$ cat src/core/ilpc_map.svh
`ifndef ILPC_MAP_SVH
`define ILPC_MAP_SVH

// Controller register indices on the core's register port
`define ILPC_SFR_EN_A 3'h0
`define ILPC_SFR_EN_B 3'h1
`define ILPC_SFR_PRIO_LOW_A 3'h2
`define ILPC_SFR_PRIO_HIGH_A 3'h3
`define ILPC_SFR_PRIO_LOW_B 3'h4
`define ILPC_SFR_PRIO_HIGH_B 3'h5

// Register reset values
`define ILPC_RST_EN 8'h00
`define ILPC_RST_PRIO 8'h00

// Bit positions in group A (enable and priority)
`define ILPC_BIT_EXT0 0
`define ILPC_BIT_TIMER0 1
`define ILPC_BIT_EXT1 2
`define ILPC_BIT_TIMER1 3
`define ILPC_BIT_SERIAL 4
`define ILPC_BIT_BROWNOUT 5
`define ILPC_BIT_CONV 6
`define ILPC_BIT_GLOBAL 7
// Bit positions in group B
`define ILPC_BIT_I2C 0
`define ILPC_BIT_KEYPAD 1
`define ILPC_BIT_CMP1 2
`define ILPC_BIT_CMP2 3
`define ILPC_BIT_WDOG 4
`define ILPC_BIT_PWM 5

// Arbitration rank of each source (0 first); also its flag index
`define ILPC_RANK_EXT0 0
`define ILPC_RANK_BROWNOUT 1
`define ILPC_RANK_WDOG 2
`define ILPC_RANK_TIMER0 3
`define ILPC_RANK_I2C 4
`define ILPC_RANK_CONV 5
`define ILPC_RANK_EXT1 6
`define ILPC_RANK_KEYPAD 7
`define ILPC_RANK_CMP1 8
`define ILPC_RANK_TIMER1 9
`define ILPC_RANK_CMP2 10
`define ILPC_RANK_SERIAL 11
`define ILPC_RANK_PWM 12

// Sources kept in group B, by rank index
`define ILPC_GROUP_B_MASK 13'h1594
// Wake sources in power-down, by rank index
`define ILPC_WAKE_ALWAYS 13'h05C3
`define ILPC_WAKE_RC_ONLY 13'h0024

// Vector addresses
`define ILPC_VEC_EXT0 16'h0003
`define ILPC_VEC_TIMER0 16'h000B
`define ILPC_VEC_EXT1 16'h0013
`define ILPC_VEC_TIMER1 16'h001B
`define ILPC_VEC_SERIAL 16'h0023
`define ILPC_VEC_BROWNOUT 16'h002B
`define ILPC_VEC_I2C 16'h0033
`define ILPC_VEC_KEYPAD 16'h003B
`define ILPC_VEC_CMP2 16'h0043
`define ILPC_VEC_WDOG 16'h0053
`define ILPC_VEC_CONV 16'h005B
`define ILPC_VEC_CMP1 16'h0063
`define ILPC_VEC_PWM 16'h0073

// Timing counts
`define ILPC_MC_CLOCKS 2'h3
`define ILPC_CALL_MCYCLES 3'h4

// Core-end APB register offsets
`define ILPC_APB_CTRL 8'h00
`define ILPC_APB_INSTR 8'h04
`define ILPC_APB_STATUS 8'h08
`define ILPC_APB_CALLS 8'h0C
`define ILPC_RST_INSTR_LEN 4'h1

`endif

$ cat src/core/ilpc_pkg.sv
`include "ilpc_map.svh"

package ilpc_pkg;
   typedef logic [1:0] ilpc_level_t;
   typedef logic [15:0] ilpc_addr_t;
   typedef enum logic [1:0] {
      ILPC_OP_PLAIN = 2'b00,
      ILPC_OP_SFR_WRITE = 2'b01,
      ILPC_OP_RETURN_FROM_INTERRUPT = 2'b10,
      ILPC_OP_RET = 2'b11
   } ilpc_op_t;
   typedef enum logic {
      ILPC_EXEC = 1'b0,
      ILPC_CALL = 1'b1
   } ilpc_core_state_t;
endpackage : ilpc_pkg
$ cat src/core/ilpc_if.sv
`timescale 1ns/1ps

interface ilpc_if;
   import ilpc_pkg::*;
   // Core sequencer to controller
   logic mc_tick;
   logic last_cycle;
   logic block_call;
   logic return_from_interrupt_exec;
   logic sfr_we;
   logic [2:0] sfr_addr;
   logic [7:0] sfr_wdata;
   // Controller to core sequencer
   logic call_req;
   ilpc_addr_t call_vector;
   ilpc_level_t call_level;
   logic [3:0] in_service;
   logic [7:0] sfr_rdata;

   modport ctrl (
      input mc_tick, last_cycle, block_call, return_from_interrupt_exec, sfr_we, sfr_addr, sfr_wdata,
      output call_req, call_vector, call_level, in_service, sfr_rdata
   );
   modport core (
      output mc_tick, last_cycle, block_call, return_from_interrupt_exec, sfr_we, sfr_addr, sfr_wdata,
      input call_req, call_vector, call_level, in_service, sfr_rdata
   );
endinterface : ilpc_if

$ cat src/core/ilpc_ctrl.sv
// Overview of operation
// Two priority bits map to levels 0-3
// Each source level set independently, paired bits
// Only strictly higher level preempts running service
// Higher level wins among simultaneous requests
// Fixed thirteen-entry ranking breaks level ties
// Sample, poll, resolve within one machine cycle
// No call while equal/higher level in service
// Call only on instruction's last machine cycle
// No call on enable/priority write or return-from-interrupt
// Requests never latched; each poll fresh
// Timer overflow flags cleared on vectoring
// External flags cleared only when edge-triggered
// Serial receive/transmit flags never cleared here
// Watchdog flag left set; software clears
// Call pushes program counter, loads vector
// Fixed vector address per source
// Return-from-interrupt ends current in-service state
// Plain return leaves in-service state untouched
// Per-source enables plus global enable mask
// Power-down wake set per source, RC-gated
// Hardware call lasts four machine cycles
// One in-service bit per priority level
//
// The register addresses and the APB slave port are this design's own decisions.
`timescale 1ns/1ps
`include "ilpc_map.svh"

module ilpc_ctrl
   import ilpc_pkg::*;
(
   // Clock and reset
   input wire logic pclk,
   input wire logic presetn,
   // Core sequencer
   ilpc_if.ctrl core,
   // Source flags, indexed by arbitration rank
   input wire logic [12:0] src_flags,
   // Source configuration
   input wire logic ext0_edge_mode,
   input wire logic ext1_edge_mode,
   input wire logic rc_clock_sel,
   input wire logic power_down,
   // Flag clear pulses back to the sources, by rank
   output logic [12:0] flag_clear,
   // Power-down wake request
   output logic wake_req
);

   // ranking order fixed
   localparam int SRC_BIT [0:12] = '{
      `ILPC_BIT_EXT0, `ILPC_BIT_BROWNOUT, `ILPC_BIT_WDOG, `ILPC_BIT_TIMER0,
      `ILPC_BIT_I2C, `ILPC_BIT_CONV, `ILPC_BIT_EXT1, `ILPC_BIT_KEYPAD,
      `ILPC_BIT_CMP1, `ILPC_BIT_TIMER1, `ILPC_BIT_CMP2, `ILPC_BIT_SERIAL,
      `ILPC_BIT_PWM
   };
   // vector per source
   localparam ilpc_addr_t SRC_VEC [0:12] = '{
      `ILPC_VEC_EXT0, `ILPC_VEC_BROWNOUT, `ILPC_VEC_WDOG, `ILPC_VEC_TIMER0,
      `ILPC_VEC_I2C, `ILPC_VEC_CONV, `ILPC_VEC_EXT1, `ILPC_VEC_KEYPAD,
      `ILPC_VEC_CMP1, `ILPC_VEC_TIMER1, `ILPC_VEC_CMP2, `ILPC_VEC_SERIAL,
      `ILPC_VEC_PWM
   };
   localparam logic [12:0] GROUP_B = `ILPC_GROUP_B_MASK;

   logic [7:0] en_a_q;
   logic [7:0] en_b_q;
   logic [7:0] prio_low_a_q;
   logic [7:0] prio_high_a_q;
   logic [7:0] prio_low_b_q;
   logic [7:0] prio_high_b_q;
   logic [3:0] in_service_q;
   logic [3:0] in_service_d;
   logic [2:0] busy_q;
   logic call_req_q;
   ilpc_addr_t call_vector_q;
   ilpc_level_t call_level_q;
   logic [12:0] flag_clear_q;
   logic [12:0] flag_clear_d;
   logic wake_q;
   logic [7:0] sfr_rdata_q;
   logic [7:0] sfr_rdata_d;

   wire logic [12:0] en_vec;
   wire logic [12:0] live;
   wire ilpc_level_t lvl [0:12];
   wire logic [12:0] at_lvl [0:3];
   wire logic global_en;
   wire logic any_req;
   wire logic busy;
   wire logic call_issue;
   wire logic [3:0] set_mask;
   wire logic [3:0] return_from_interrupt_mask;
   wire logic [12:0] wake_src;

   ilpc_level_t win_level;
   logic [3:0] win_idx;
   ilpc_level_t act_level;
   logic act_valid;

   // global enable masks all
   assign global_en = en_a_q[`ILPC_BIT_GLOBAL];

   for (genvar i = 0; i < 13; i++) begin : g_src
      // per-source enable bit
      assign en_vec[i] = GROUP_B[i] ? en_b_q[SRC_BIT[i]] : en_a_q[SRC_BIT[i]];
      // paired bits per source
      // high bit, low bit form level
      assign lvl[i] = GROUP_B[i] ? {prio_high_b_q[SRC_BIT[i]], prio_low_b_q[SRC_BIT[i]]}
                                 : {prio_high_a_q[SRC_BIT[i]], prio_low_a_q[SRC_BIT[i]]};
      // live flags only, no latching
      assign live[i] = src_flags[i] & en_vec[i] & global_en;
      for (genvar l = 0; l < 4; l++) begin : g_lvl
         assign at_lvl[l][i] = live[i] & (lvl[i] == ilpc_level_t'(l));
      end
   end

   assign any_req = |live;

   // highest pending level wins
   always_comb begin
      win_level = 2'h0;
      for (int l = 0; l < 4; l++) begin
         if (|at_lvl[l]) begin
            win_level = ilpc_level_t'(l);
         end
      end
   end

   // lowest rank index wins tie
   always_comb begin
      win_idx = 4'h0;
      for (int i = 12; i >= 0; i--) begin
         if (at_lvl[win_level][i]) begin
            win_idx = 4'(i);
         end
      end
   end

   // highest active in-service level
   always_comb begin
      act_level = 2'h0;
      act_valid = 1'b0;
      for (int l = 0; l < 4; l++) begin
         if (in_service_q[l]) begin
            act_level = ilpc_level_t'(l);
            act_valid = 1'b1;
         end
      end
   end

   // no new poll while a call runs
   assign busy = busy_q != 3'h0;

   // poll on the sampling tick
   // last machine cycle only
   // blocked instructions suppress call
   // strictly higher level preempts
   // equal or higher in service blocks
   assign call_issue = core.mc_tick & core.last_cycle & ~core.block_call & ~busy & any_req
                     & (~act_valid | (win_level > act_level));

   // set on call, clear on return-from-interrupt
   assign set_mask = call_issue ? 4'(4'h1 << win_level) : 4'h0;
   // return-from-interrupt ends top level
   assign return_from_interrupt_mask = (core.return_from_interrupt_exec & act_valid) ? 4'(4'h1 << act_level) : 4'h0;
   // plain return has no input here
   assign in_service_d = (in_service_q & ~return_from_interrupt_mask) | set_mask;

   // timer flags cleared on vectoring
   // external flags cleared if edge mode
   // serial flags never cleared
   // watchdog flag never cleared
   always_comb begin
      flag_clear_d = 13'h0000;
      if (call_issue) begin
         flag_clear_d[`ILPC_RANK_TIMER0] = win_idx == 4'(`ILPC_RANK_TIMER0);
         flag_clear_d[`ILPC_RANK_TIMER1] = win_idx == 4'(`ILPC_RANK_TIMER1);
         flag_clear_d[`ILPC_RANK_EXT0] = (win_idx == 4'(`ILPC_RANK_EXT0)) & ext0_edge_mode;
         flag_clear_d[`ILPC_RANK_EXT1] = (win_idx == 4'(`ILPC_RANK_EXT1)) & ext1_edge_mode;
      end
   end

   // wake sources, watchdog and converter need RC
   assign wake_src = `ILPC_WAKE_ALWAYS | (rc_clock_sel ? `ILPC_WAKE_RC_ONLY : 13'h0000);

   always_comb begin
      unique case (core.sfr_addr)
         `ILPC_SFR_EN_A: sfr_rdata_d = en_a_q;
         `ILPC_SFR_EN_B: sfr_rdata_d = en_b_q;
         `ILPC_SFR_PRIO_LOW_A: sfr_rdata_d = prio_low_a_q;
         `ILPC_SFR_PRIO_HIGH_A: sfr_rdata_d = prio_high_a_q;
         `ILPC_SFR_PRIO_LOW_B: sfr_rdata_d = prio_low_b_q;
         `ILPC_SFR_PRIO_HIGH_B: sfr_rdata_d = prio_high_b_q;
         default: sfr_rdata_d = 8'h00;
      endcase
   end

   // Register writes from the core
   always_ff @(posedge pclk or negedge presetn) begin
      if (!presetn) begin
         en_a_q <= `ILPC_RST_EN;
         en_b_q <= `ILPC_RST_EN;
         prio_low_a_q <= `ILPC_RST_PRIO;
         prio_high_a_q <= `ILPC_RST_PRIO;
         prio_low_b_q <= `ILPC_RST_PRIO;
         prio_high_b_q <= `ILPC_RST_PRIO;
      end else if (core.sfr_we) begin
         en_a_q <= (core.sfr_addr == `ILPC_SFR_EN_A) ? core.sfr_wdata : en_a_q;
         en_b_q <= (core.sfr_addr == `ILPC_SFR_EN_B) ? core.sfr_wdata : en_b_q;
         prio_low_a_q <= (core.sfr_addr == `ILPC_SFR_PRIO_LOW_A) ? core.sfr_wdata
                                                                : prio_low_a_q;
         prio_high_a_q <= (core.sfr_addr == `ILPC_SFR_PRIO_HIGH_A) ? core.sfr_wdata
                                                                  : prio_high_a_q;
         prio_low_b_q <= (core.sfr_addr == `ILPC_SFR_PRIO_LOW_B) ? core.sfr_wdata
                                                                : prio_low_b_q;
         prio_high_b_q <= (core.sfr_addr == `ILPC_SFR_PRIO_HIGH_B) ? core.sfr_wdata
                                                                  : prio_high_b_q;
      end
   end

   // Call issue and in-service tracking
   always_ff @(posedge pclk or negedge presetn) begin
      if (!presetn) begin
         in_service_q <= 4'h0;
         busy_q <= 3'h0;
         call_req_q <= 1'b0;
         call_vector_q <= 16'h0000;
         call_level_q <= 2'h0;
         flag_clear_q <= 13'h0000;
         wake_q <= 1'b0;
         sfr_rdata_q <= 8'h00;
      end else begin
         in_service_q <= in_service_d;
         call_req_q <= call_issue;
         flag_clear_q <= flag_clear_d;
         wake_q <= power_down & |(live & wake_src);
         sfr_rdata_q <= sfr_rdata_d;
         // four machine cycles of call
         if (call_issue) begin
            busy_q <= `ILPC_CALL_MCYCLES;
         end else if (busy && core.mc_tick) begin
            busy_q <= busy_q - 3'h1;
         end
         // vector handed to the core
         if (call_issue) begin
            call_vector_q <= SRC_VEC[win_idx];
            call_level_q <= win_level;
         end
      end
   end

   assign core.call_req = call_req_q;
   assign core.call_vector = call_vector_q;
   assign core.call_level = call_level_q;
   assign core.in_service = in_service_q;
   assign core.sfr_rdata = sfr_rdata_q;
   assign flag_clear = flag_clear_q;
   assign wake_req = wake_q;

endmodule : ilpc_ctrl

$ cat src/flat_wrapper.sv
// flat-port wrapper written by rule: the top's interface ports become plain ports
module ilpc_ctrl_flat import ilpc_pkg::*;
  (pclk, presetn, src_flags, ext0_edge_mode, ext1_edge_mode, rc_clock_sel, power_down, flag_clear, wake_req, core_mc_tick, core_last_cycle, core_block_call, core_return_from_interrupt_exec, core_sfr_we, core_sfr_addr, core_sfr_wdata, core_call_req, core_call_vector, core_call_level, core_in_service, core_sfr_rdata);
  ilpc_if core_i ();
  input wire logic pclk;
  input wire logic presetn;
  input wire logic [12:0] src_flags;
  input wire logic ext0_edge_mode;
  input wire logic ext1_edge_mode;
  input wire logic rc_clock_sel;
  input wire logic power_down;
  output logic [12:0] flag_clear;
  output logic wake_req;
  input wire logic [$bits(core_i.mc_tick)-1:0] core_mc_tick;
  input wire logic [$bits(core_i.last_cycle)-1:0] core_last_cycle;
  input wire logic [$bits(core_i.block_call)-1:0] core_block_call;
  input wire logic [$bits(core_i.return_from_interrupt_exec)-1:0] core_return_from_interrupt_exec;
  input wire logic [$bits(core_i.sfr_we)-1:0] core_sfr_we;
  input wire logic [$bits(core_i.sfr_addr)-1:0] core_sfr_addr;
  input wire logic [$bits(core_i.sfr_wdata)-1:0] core_sfr_wdata;
  output wire logic [$bits(core_i.call_req)-1:0] core_call_req;
  output wire logic [$bits(core_i.call_vector)-1:0] core_call_vector;
  output wire logic [$bits(core_i.call_level)-1:0] core_call_level;
  output wire logic [$bits(core_i.in_service)-1:0] core_in_service;
  output wire logic [$bits(core_i.sfr_rdata)-1:0] core_sfr_rdata;
  assign core_i.mc_tick = core_mc_tick;
  assign core_i.last_cycle = core_last_cycle;
  assign core_i.block_call = core_block_call;
  assign core_i.return_from_interrupt_exec = core_return_from_interrupt_exec;
  assign core_i.sfr_we = core_sfr_we;
  assign core_i.sfr_addr = core_sfr_addr;
  assign core_i.sfr_wdata = core_sfr_wdata;
  assign core_call_req = core_i.call_req;
  assign core_call_vector = core_i.call_vector;
  assign core_call_level = core_i.call_level;
  assign core_in_service = core_i.in_service;
  assign core_sfr_rdata = core_i.sfr_rdata;
  ilpc_ctrl u_core (.pclk(pclk), .presetn(presetn), .core(core_i), .src_flags(src_flags), .ext0_edge_mode(ext0_edge_mode), .ext1_edge_mode(ext1_edge_mode), .rc_clock_sel(rc_clock_sel), .power_down(power_down), .flag_clear(flag_clear), .wake_req(wake_req));
endmodule
$ cat config.mk
export PLATFORM = sky130hd
export DESIGN_NAME = ilpc_ctrl_flat
export DESIGN_NICKNAME = d
export VERILOG_FILES = /design/src/core/ilpc_pkg.sv /design/src/core/ilpc_if.sv /design/src/core/ilpc_ctrl.sv /design/src/flat_wrapper.sv
export VERILOG_INCLUDE_DIRS = /design/src /design/src/core
export SDC_FILE = /design/constraint.sdc
export NUM_CORES = 1
export LEC_CHECK = 0
export ABC_AREA = 1
export ABC_CLOCK_PERIOD_IN_PS = 4100
export BUFFER_PORTS_ARGS = -buffer_cell sky130_fd_sc_hd__buf_2
export CAP_MARGIN = 20
export CORE_MARGIN = 4
export CORE_UTILIZATION = 37
export CTS_BUF_LIST = sky130_fd_sc_hd__clkbuf_8
export CTS_CLUSTER_SIZE = 14
export DETAILED_ROUTE_END_ITERATION = 8
export PLACE_DENSITY = 0.57
export SLEW_MARGIN = 10
export SYNTH_ARGS = -nofsm -noshare
export SYNTH_HDL_FRONTEND = slang
export SYNTH_SLANG_ARGS = --single-unit
export TNS_END_PERCENT = 10
$ cat constraint.sdc
create_clock -name pclk -period 4.1 [get_ports pclk]
set_input_delay 1.23 -clock pclk [delete_from_list [all_inputs] [get_ports pclk]]
set_output_delay 1.23 -clock pclk [all_outputs]
set_load 0.1 [all_outputs]
; ---- Yosys cells after proc, flatten, opt, wreduce, memory -nomap -nowiden
; Memory sizes are Yosys's and may differ from the RTL's. A register that Yosys moved wholly into a read port is not among the register bits.
; Index checks and enable logic that the tools add are counted.
[totals]
regBits = 71
rom_bits = 256
in_bits = 35
elab_cells = 229
out_inout_bits = 45
latch_bits = 0
n_memories = 1
ram_bits = 0
[mem_list]
columns = memory, depth, word_bits, read_ports, rd_clocked_by_memory_dff, write_ports, line_no
row1 = (name not given), 16, 16, 1, 1, 0, ilpc_ctrl.sv:247  ; call_vector_q <= SRC_VEC[win_idx];
[classes]
shift = 2
eq_ne = 47
div_mod_pow = 0
addsub = 1
bitwise_logic = 97
n_mux = 36
magnitude_cmp = 2
reduce_logical = 30
n_mul = 0
[ops]
columns = cell, n
row1 = $and 1x1->1, 87
row2 = $reduce_or 13->1, 5
row3 = $mux 4, 15
row4 = $eq 2x2->1 const B, 26
row5 = $pmux 8 s6, 1
row6 = $bmux 13 s2, 1
row7 = $eq 2x1->1 const B, 13
row8 = $logic_not 2->1, 13
row9 = $mux 13, 2
row10 = $and 13x13->13, 1
row11 = $reduce_and 2->1, 6
row12 = $mux 1, 10
row13 = $mux 2, 4
row14 = $shl 1x2->4 const A, 2
row15 = $eq 3x2->1 const B, 2
row16 = $eq 3x3->1 const B, 2
row17 = $mux 3, 2
row18 = $mux 6, 1
row19 = $not 4->5, 1
row20 = $and 4x4->4, 1
row21 = $eq 4x2->1 const B, 1
row22 = $eq 4x3->1 const B, 1
row23 = $eq 4x4->1 const B, 1
row24 = $logic_not 4->1, 1
row25 = other kinds (14), 16

; ---- Logic depth before layout (Yosys ltp)
; Gate-level depths: netlist (run 1).
[depth]
ltp_word = 27
ltp_mapped = 29

; ---- Worst setup path after synthesis (run 1)
; Ideal clock, no wire load.
[synth_timing]
path_kind = input to register
startpoint = in src_flags[6]
endpoint = reg u_core.call_vector_q[3] (netlist: u_core.core.call_vector[3])
required_time_ps = 4032
stages = 25
t_arrival_ps = 3631
path_slack_ps = 401
setup_time_ps = 68
path_cell_list = nand3_1 nor2_1 nor2_1 nand2_2 nor2_2 nand2_4 nand2_4 nand2_8 buf_8 o21bai_1 a21oi_2 nand2_1 nand2_1 nand2_1 nand2_1 nand2_1 nand2_1 nand2_1 nand2_1 a21oi_1 ha_1 inv_1 nor4_2 a21oi_1 nand2_1
[synth_between]
elab_chain_len = 25
elab_cells_between_ends = 35
classes_between = order compare (1) / mux (19) / bitwise (11) / reduce/logical (4)
[synth_rtl]
columns = item, line_no
row1 = start: declaration, flat_wrapper.sv:7  ; input wire logic [12:0] src_flags;
row2 = $and 1x1->1 * (2 in series), ilpc_ctrl.sv:112  ; assign live[i] = src_flags[i] & en_vec[i] & global_en;
row3 = $and 1x1->1, ilpc_ctrl.sv:114  ; assign at_lvl[l][i] = live[i] & (lvl[i] == ilpc_level_t'(l));
row4 = $reduce_or 13->1, ilpc_ctrl.sv:124  ; if (|at_lvl[l]) begin
row5 = $mux 1, ilpc_ctrl.sv:124
row6 = $mux 2 (2 in series), ilpc_ctrl.sv:124
row7 = $not 2->3 (implied by the code), ilpc_ctrl.sv:134  ; if (at_lvl[win_level][i]) begin
row8 = $bmux 13 s2, ilpc_ctrl.sv:134
row9 = $mux 13 (implied by the code) (2 in series), ilpc_ctrl.sv:134
row10 = $mux 4 (13 in series), ilpc_ctrl.sv:134
row11 = $not 4->5 (implied by the code), ilpc_ctrl.sv:247
row12 = end: declaration, ilpc_ctrl.sv:76  ; ilpc_addr_t call_vector_q;
; Mark *: on every way between the ends. The rest lies on a longest branch, timed or not. The select of a mux whose other input is x is not followed.
; A chain may end at the register's enable or synchronous reset.

; ---- Final worst setup path (run 1)
; Same ends and word-level chain as after synthesis.

==> flow_summary.toml, run 1 <==
[setup_path]
critical_path_required_ps = 4400
worstPathArrival_ps = 4050
end_kind = "register"
r2r-start = "u_core.en_a_q[7]"
startpoint_type = "primary input"
crit_slowest_cell = "nor4_2"
critical_path_class = "primary input to register"
cp.buffers_inverters = 4
slowest_delay_ps = 320
cpLargestDelayFamily = "simple AND/OR/NAND/NOR gates"
crit_top_cell = "nand2_1"
cp_max_fo = 14
path_cells = "buf_2 > nand3_1 > inv_1 > nand2_1 > nand2_1 > nor2_1 > nand2_1 > nor2_4 > nand2_4 > nand2_8 > buf_4 > nor2_1 > nor3_1 > nand2_1 > nor2_1 > o21ai_0 > nand2_1 > ha_1 > inv_1 > nor4_2 > a21oi_1 > nand2_1"
critPathLaunch = "src_flags[6]"

[timing]
slew_headroom = 0.3600
worst_pin_slew_ps = 960.0
clock.fmax_mhz = 266.3
fin_crit_ps = 3755
fin_tns_setup_ps = 0
hold_viol_final = 0
period_share = 0.9159
setup_viol = 0
hold_slack_ps = 492.4
drv_slew = 0
skew_ps = 11.87
rsz0062_at_grt = "no"

[clocking]
cts_max_level = 3
path_clk_slew_ps = 80
cts.sinks = 76
post_cts_buffers = 0
clock_latency_ps = 370
cts-buffers-inserted = 9
ctsRootBufferMaster = "clkbuf_8"
cts_tree = "yes"
cts-root-to-sink-buffers = 2

[yosys]
synth_top_cell_by_area = "dfrtp_1"
yosys_most_used_dff = "dfrtp_1"
netlist_instances = 631
avgSynthCellArea_um2 = 7.470
synth.area.top_cells = "dfrtp_1 (40%), nand2_1 (14%), o21ai_0 (6.5%)"
synth-edff-count = 0
syn_area_um2 = 4713
synth-async-reset-ratio = 1.000
synth_top_area_frac = 0.4035
ys_seq_elements = 76
synth.distinct_cells = 51
seq_area_frac_synth = 0.4035
ys_warn_count = 0

[final_layout]
drive_gt1_frac = 0.1912
multiInputGateArea_um2 = 2435
seq_area_um2 = 1902
final_nets = 745
final_cell_mix = "nand2_1 (176), dfrtp_1 (76), nor2_1 (69), o21ai_0 (61), buf_2 (59)"
syn2layout_area_growth_pct = 13.41
diodes = 0
layout_commonest_cell = "nand2_1"
fill_cells = 1327
design_area_um2 = 5345
fin_util = 0.4359

[die]
row_count = 40
start_util = 0.3844
die_height_um = 120.9
io_pins = 80
die-area_um2 = 14610
core_um2 = 12260
die_w_um = 120.9

[hold_path]
hp-class = "register to register"
hp-start = "u_core.core.call_level[1]"

[grt]
grt_pass1_wl_mm = 22.38
first_global_vias = 4155
antenna_found_initial = 0
grt_usage = 0.1979
grt-ovfl-total = 0
grt_max_degree = 77

[route]
drtIter0Drc = 337
via_per_inst = 4.998
totalWireLength_mm = 13.91
route.detailed.drc = 0
drt_first_pass_iters = 5
wl_per_cell_um = 15.92
ant_nets = 0
dr_total_vias = 4368

[place]
portBuffers = 60
place_congestion = 0.9643
hpwl_mm = 10.93
place_area_um2 = 5172

[run]
max_cap_viol_count = 0

[pwr]
ir_worst_vdd_mv = 0.1898
p_leak_uw = 0.002750
power.density_nw_per_um2 = 588.6

[run_status]
status = "finished clean"
[area by class of cell]
| cell class | instances | share of cell area |
|---|---|---|
| repair buffers | 72 | 0.07350 |
| well taps | 168 | 0.03933 |
| clock inverters | 5 | 0.005852 |
| multi-input cells | 480 | 0.4555 |
| flip-flops and latches | 76 | 0.3558 |
| inverters | 63 | 0.04424 |
| clock buffers | 10 | 0.02575 |
[metrics by stage]
step           worst slack (ps)  power [uW]  instances
2_1_floorplan             400.7        2292        649
4_1_cts                   341.8        3166        874
3_3_place_gp              1.043        2614        859
5_1_grt                   44.64        3390        874
3_5_place_dp             -33.64        2641        859
6_report                  344.8        3146        874
[kinds of logic after synthesis]
kind of cell    share of synthesized area
compound gates                     0.1452
fa+ha+maj                         0.02124
xor+xnor                         0.001859
simple gates                       0.3324
other cells                     0.0007956
flops                              0.4035
buf+inv                           0.09503
[what timing repair did]
item,4_1_cts,5_1_grt
hold buffers,0,0
setup endpoints to repair,0,1
resized for setup,0,1
[synth_stat cells (3+ instances only)]
master,count
nand3_1,32
dfrtp_1,76
nor2_1,69
inv_1,56
nand2_1,176
clkbuf_1,6
a21oi_1,13
a22oi_1,5
a221oi_1,5
nand2_4,3
o211ai_1,3
ha_1,8
nand3_4,3
o21ai_1,6
nor3_1,18
o21ai_0,61
nor2_2,11
buf_4,21
nand3_2,7
o22ai_1,6
nand2_2,7
inv_2,5
[routing by layer]
metal / GRT usage / wire, um
met1: 0.2717 / 6419
met4: 0.08357 / 403
met5: 0 / 0
met3: 0.03916 / 854
met2: 0.3039 / 6232
[flip-flops by register name, summed over array words and instances, names as in the netlist, 4 cells and up]
register                 count
u_core.prio_low_b_q          8
u_core.en_a_q                8
u_core.core.in_service       4
u_core.prio_low_a_q          8
u_core.en_b_q                8
u_core.flag_clear            4
u_core.prio_high_a_q         8
u_core.core.call_vector      5
u_core.prio_high_b_q         8
u_core.core.sfr_rdata        8
[worst reg2reg max path, delay by kind of cell (launching register included)]
family	cells	cell delay [ps]
buf+inv	3	570
fa+ha+maj	1	180
flops	1	510
simple gates	15	2060
compound gates	2	150
[path summary, 6_finish.rpt]
kind                                              end  slack [ps]  cells past startpoint
max in group asynchronous     u_core.prio_high_b_q[5]        2460                      1
min reg2reg                 u_core.core.call_level[1]         490                      2
max reg2reg                u_core.core.call_vector[3]         540                     21
min                         u_core.core.call_level[1]         490                      2
min in group asynchronous            u_core.busy_q[0]        1000                      1
max                        u_core.core.call_vector[3]         340                     22
[where the power goes]
part	internal, uW	switching [uW]	leakage (uW)
Clock	230	285	0.0000870
Combinational	423	1170	0.00169
Sequential	897	141	0.000975
No activity file was read; power rests on OpenSTA's default activity.
==> run 2: changes to the inputs <==
--- a/config.mk
+++ b/config.mk
@@ -15,7 +15,7 @@
 export CTS_BUF_LIST = sky130_fd_sc_hd__clkbuf_8
 export CTS_CLUSTER_SIZE = 14
 export DETAILED_ROUTE_END_ITERATION = 8
-export PLACE_DENSITY = 0.57
+export PLACE_DENSITY_LB_ADDON = 0.15
 export SLEW_MARGIN = 10
 export SYNTH_ARGS = -nofsm -noshare
 export SYNTH_HDL_FRONTEND = slang
==> run 2 against run 1 <==
Net effect:
- first-iteration DRC count grew 20%
- final cell count grew 0.11%
- worst hold slack lost 11 ps
- critical path type unchanged
- non-clock buffer count is the same
- critical path depth grew 2
- total power grew 3.4%
- final area grew 0.87%
- clock-buffer cell count is the same
- clock skew grew 4.7 ps
- via count grew 2.8%
- global-route usage grew 0.12 points
- clock power grew 19%
==> flow_summary.toml, run 2 (synthesized netlist as in run 1, its figures left out) <==
[pwr]
finalPower_uw = 3252
p_leak_uw = 0.002767
ir_worst_vdd_mv = 0.2659
power.density_nw_per_um2 = 603.2

[grt]
grt-ovfl-total = 0
global_route.usage.met1 = 0.2782
grt_usage = 0.1991
grt_use_met3 = 0.04336
grt_pass1_wl_mm = 22.40
antenna_found_initial = 0
first_global_vias = 4213
met2_usage = 0.2991
grt.busiest_layer = "met2"
grt_max_degree = 77

[run]
max_cap_viol_count = 0

[clocking]
cts.sinks = 76
cts-buffers-inserted = 9
post_cts_buffers = 0
path_clk_slew_ps = 70
cts-root-to-sink-buffers = 2
ctsRootBufferMaster = "clkbuf_8"
cts_tree = "yes"
clock_latency_ps = 390
cts_max_level = 3

[setup_path]
crit_top_cell = "nand2_1"
slowest_delay_ps = 310
startpoint_type = "primary input"
cp_max_fo = 16
cp.buffers_inverters = 4
path_cells = "buf_2 > nand3_1 > nor2_1 > nor2_1 > nand3_1 > nor2_4 > nand2_4 > nand2_8 > inv_2 > buf_4 > nand2_1 > nand2_1 > a21oi_1 > nand2_1 > nand2_1 > nand2_1 > nand2_1 > nand2_1 > a21oi_2 > ha_1 > inv_1 > nor4_2 > a21oi_1 > nand2_1"
worstPathArrival_ps = 4020
critical_path_required_ps = 4420
cpLargestDelayFamily = "simple AND/OR/NAND/NOR gates"
crit_slowest_cell = "nor4_2"
end_kind = "register"
critical_path_class = "primary input to register"

[final_layout]
final_cell_mix = "nand2_1 (176), dfrtp_1 (76), nor2_1 (69), o21ai_0 (61), buf_2 (59)"
design_area_um2 = 5391
syn2layout_area_growth_pct = 14.39
layout_commonest_cell = "nand2_1"
fill_cells = 1282
diodes = 0
fin_util = 0.4397
drive_gt1_frac = 0.1966
final_nets = 745
multiInputGateArea_um2 = 2440
seq_area_um2 = 1902

[route]
drtIter0Drc = 404
via_per_inst = 5.134
ant_nets = 0
dr_total_vias = 4492
totalWireLength_mm = 14.02
drt_first_pass_iters = 5
route.detailed.drc = 0
wl_per_cell_um = 16.02

[place]
hpwl_mm = 10.78
preCtsSetupSlack_ps = -130.1
place_area_um2 = 5172
place_congestion = 0.9463
portBuffers = 60

[die]
start_util = 0.3844
die_w_um = 120.9
io_pins = 80
core_um2 = 12260
die_height_um = 120.9
row_count = 40
die-area_um2 = 14610

[timing]
slew_headroom = 0.3630
fin_ws_ps = 397.0
skew_ps = 16.61
fin_crit_ps = 3703
drv_slew = 0
setup_viol = 0
clock.fmax_mhz = 270.1
hold_viol_final = 0
period_share = 0.9032
rsz0062_at_grt = "no"
worst_pin_slew_ps = 955.5

[hold_path]
hp-class = "register to register"

[run_status]
status = "finished clean"
==> run 2: area by class of cell <==
| type | instances | share of cell area |
|---|---|---|
| well taps | 168 | 0.03899 |
| multi-input cells | 480 | 0.4525 |
| repair buffers | 72 | 0.07287 |
| clock buffers | 10 | 0.02553 |
| inverters | 63 | 0.04386 |
| clock inverters | 6 | 0.01346 |
| flip-flops and latches | 76 | 0.3527 |
==> run 2: path summary, 6_finish.rpt <==
path / slack (ps) / cells after the start / to / from
setup / recovery: 400 / 24 / u_core.core.call_vector[3] / src_flags[8]
setup reg to reg: 530 / 25 / u_core.core.call_vector[3] / u_core.en_a_q[7]
hold reg to reg: 480 / 2 / u_core.core.call_level[1] / u_core.core.call_level[1]
hold / removal: 480 / 2 / u_core.core.call_level[1] / u_core.core.call_level[1]
max in group asynchronous: 2490 / 1 / u_core.en_b_q[2] / presetn
min in group asynchronous: 980 / 1 / u_core.busy_q[0] / presetn
==> run 2: report_power, final <==
part / internal, uW / switching (uW)
Sequential: 897 / 140
Combinational: 425 / 1180
Clock: 303 / 312
==> run 2: repair_timing <==
action | in CTS | in global routing
hold buffers | 0 | 0
gates resized for setup | 0 | 2
endpoints found under the hold margin | 0 | 0
endpoints found under the setup margin | 0 | 5
==> run 2: per-layer routing <==
layer  vias to the layer above  wire length [um]
met3                        29               951
met2                       180              6145
met5                         -                 0
li1                       2171                 -
met1                      2112              6534
met4                         0               386
==> run 2: worst reg2reg max path: stages (launching register included) <==
cell	delay [ps]
dfrtp_1	530
buf_4	300
nand2_1	140
nor2_2	170
nand2_1	120
nand3_1	150
nor2_2	70
nand2_4	80
nand2_4	70
nand2_8	130
inv_2	60
buf_4	150
nand2_1	60
nand2_1	50
a21oi_1	200
nand2_1	80
nand2_1	60
nand2_1	40
nand2_1	60
nand2_1	80
a21oi_2	190
ha_1	190
inv_1	80
nor4_2	310
a21oi_1	70
nand2_1	60
==> run 2: metrics by stage <==
| step | instances | setup TNS [ps] | hold slack, ps |
|---|---|---|---|
| after floorplan | 649 | 0 | 453.0 |
| after global placement | 859 | -301.4 | 466.7 |
| after detailed placement | 859 | -345.4 | 471.2 |
| after CTS | 875 | 0 | 491.0 |
| after global routing | 875 | 0 | 509.2 |
| final | 875 | 0 | 481.8 |
==> run 3: changes to the inputs <==
--- a/config.mk
+++ b/config.mk
@@ -12,7 +12,6 @@
 export CAP_MARGIN = 20
 export CORE_MARGIN = 4
 export CORE_UTILIZATION = 37
-export CTS_BUF_LIST = sky130_fd_sc_hd__clkbuf_8
 export CTS_CLUSTER_SIZE = 14
 export DETAILED_ROUTE_END_ITERATION = 8
 export PLACE_DENSITY_LB_ADDON = 0.15
==> run 3 against run 2 <==
Net effect:
- final cell count did not move
- worst setup slack worse by 51 ps
- clock-buffer cell count unchanged
- via count fell by 0.49%
- sequential share of layout area fell by 0.71 points
- combinational power about the same
- critical path type unchanged
- critical endpoint is now u_core.core.call_vector[6]
- largest power group unchanged
- highest routed layer unchanged
==> flow_summary.toml, run 3 (synthesized netlist as in run 1, its figures left out) <==
[die]
io_pins = 80
start_util = 0.3844
core_um2 = 12260
die_height_um = 120.9
row_count = 40
die-area_um2 = 14610
die_w_um = 120.9

[setup_path]
r2r-start = "u_core.en_a_q[7]"
critical_path_class = "primary input to register"
critPathLaunch = "src_flags[8]"
critical_path_required_ps = 4330
startpoint_type = "primary input"
crit_slowest_cell = "ha_1"
crit_top_cell = "nand2_1"
cpLargestDelayFamily = "simple AND/OR/NAND/NOR gates"
worstPathArrival_ps = 3990
cp_max_fo = 16
end_kind = "register"
slowest_delay_ps = 230
rrSetupSlack_ps = 550
cp.buffers_inverters = 4

[place]
place_congestion = 0.9463
hpwl_mm = 10.78
place_area_um2 = 5172
portBuffers = 60
dp_cells = 859

[route]
totalWireLength_mm = 14.09
route.detailed.drc = 0
via_per_inst = 5.109
wl_per_cell_um = 16.10
dr_total_vias = 4470
drt_first_pass_iters = 5
drtIter0Drc = 430
ant_nets = 0

[clocking]
clock_latency_ps = 350
path_clk_slew_ps = 60
post_cts_buffers = 0
cts_tree = "yes"
cts-root-to-sink-buffers = 2
cts_max_level = 3
cts-buffers-inserted = 9
cts.sinks = 76
ctsRootBufferMaster = "clkbuf_16"

[timing]
fin_crit_ps = 3754
hold_viol_final = 0
fin_tns_setup_ps = 0
hold_slack_ps = 477.3
setup_viol = 0
period_share = 0.9157
clock.fmax_mhz = 266.4
drv_slew = 0
worst_pin_slew_ps = 955.8
rsz0062_at_grt = "no"
slew_headroom = 0.3628
skew_ps = 12.38

[final_layout]
layout_commonest_cell = "nand2_1"
fill_cells = 1272
final_cell_mix = "nand2_1 (176), dfrtp_1 (76), nor2_1 (69), o21ai_0 (61), buf_2 (59)"
syn2layout_area_growth_pct = 16.72
diodes = 0
design_area_um2 = 5502
final_nets = 745
fin_cells = 875
drive_gt1_frac = 0.1966

[pwr]
ir_worst_vdd_mv = 0.2718
power.density_nw_per_um2 = 632.9
p_leak_uw = 0.002816

[grt]
antenna_found_initial = 0
grt-ovfl-total = 0
first_global_vias = 4216
grt_max_degree = 77
grt_pass1_wl_mm = 22.38
grt_usage = 0.1976

[run]
max_cap_viol_count = 0

[hold_path]
hp-start = "u_core.core.call_level[1]"
hp-class = "register to register"

[run_status]
status = "finished clean"
## run 3: cell count changes in the layout (fill, tap and decap cells not counted)
cell | previous run | this run
nor4_4 | 0 | 1
clkbuf_16 | 0 | 9
clkbuf_8 | 10 | 1
nor4_2 | 1 | 0
## run 3: where the power goes
group / internal (uW) / switching [uW]
sequential: 899 / 140
clock: 493 / 333
combinational: 425 / 1190
## run 3: per-stage QoR
stage	setup slack [ps]	util	total power (uW)
2_1_floorplan	400.7	-	2292
3_3_place_gp	-119.0	0.4218	2620
3_5_place_dp	-130.1	0.4218	2638
4_1_cts	197.1	0.4472	3476
5_1_grt	41.47	0.4487	3708
6_report	345.8	0.4487	3482
## run 3: layer usage
layer	share of wire	routed length (um)	vias to the layer above	global-route usage
met5	0	0	-	0
met4	0.025	348	0	0.07011
met3	0.068	963	24	0.04149
met2	0.44	6229	180	0.2998
met1	0.46	6550	2096	0.2788
li1	-	-	2170	-
## run 3: final cells by class
| cell class | instances | area [um^2] | area share |
|---|---|---|---|
| clock buffer | 10 | 239.0 | 0.04344 |
| clock inverter | 6 | 72.57 | 0.01319 |
| inverter | 63 | 236.5 | 0.04298 |
| multi-input combinational | 480 | 2449 | 0.4451 |
| sequential | 76 | 1902 | 0.3457 |
| tap | 168 | 210.2 | 0.03821 |
| timing repair buffer | 72 | 392.9 | 0.07141 |
## run 3: what timing repair did
item	CTS	global route
resized for setup	0	3
hold buffers	0	0
hold endpoints to repair	0	0
setup endpoints to repair	0	5
## run 3: worst paths after layout
check | to | depth (start not counted)
max reg2reg | u_core.core.call_vector[6] | 26
min reg2reg | u_core.core.call_level[1] | 2
min in group asynchronous | u_core.busy_q[0] | 1
max | u_core.core.call_vector[6] | 25
min | u_core.core.call_level[1] | 2
max in group asynchronous | u_core.en_b_q[2] | 1
## run 3: worst min-delay path, delay by kind of cell, from the launching register on
family / cells / cell delay, ps
flip-flops: 1 / 340
AND/OR/NAND/NOR: 2 / 100
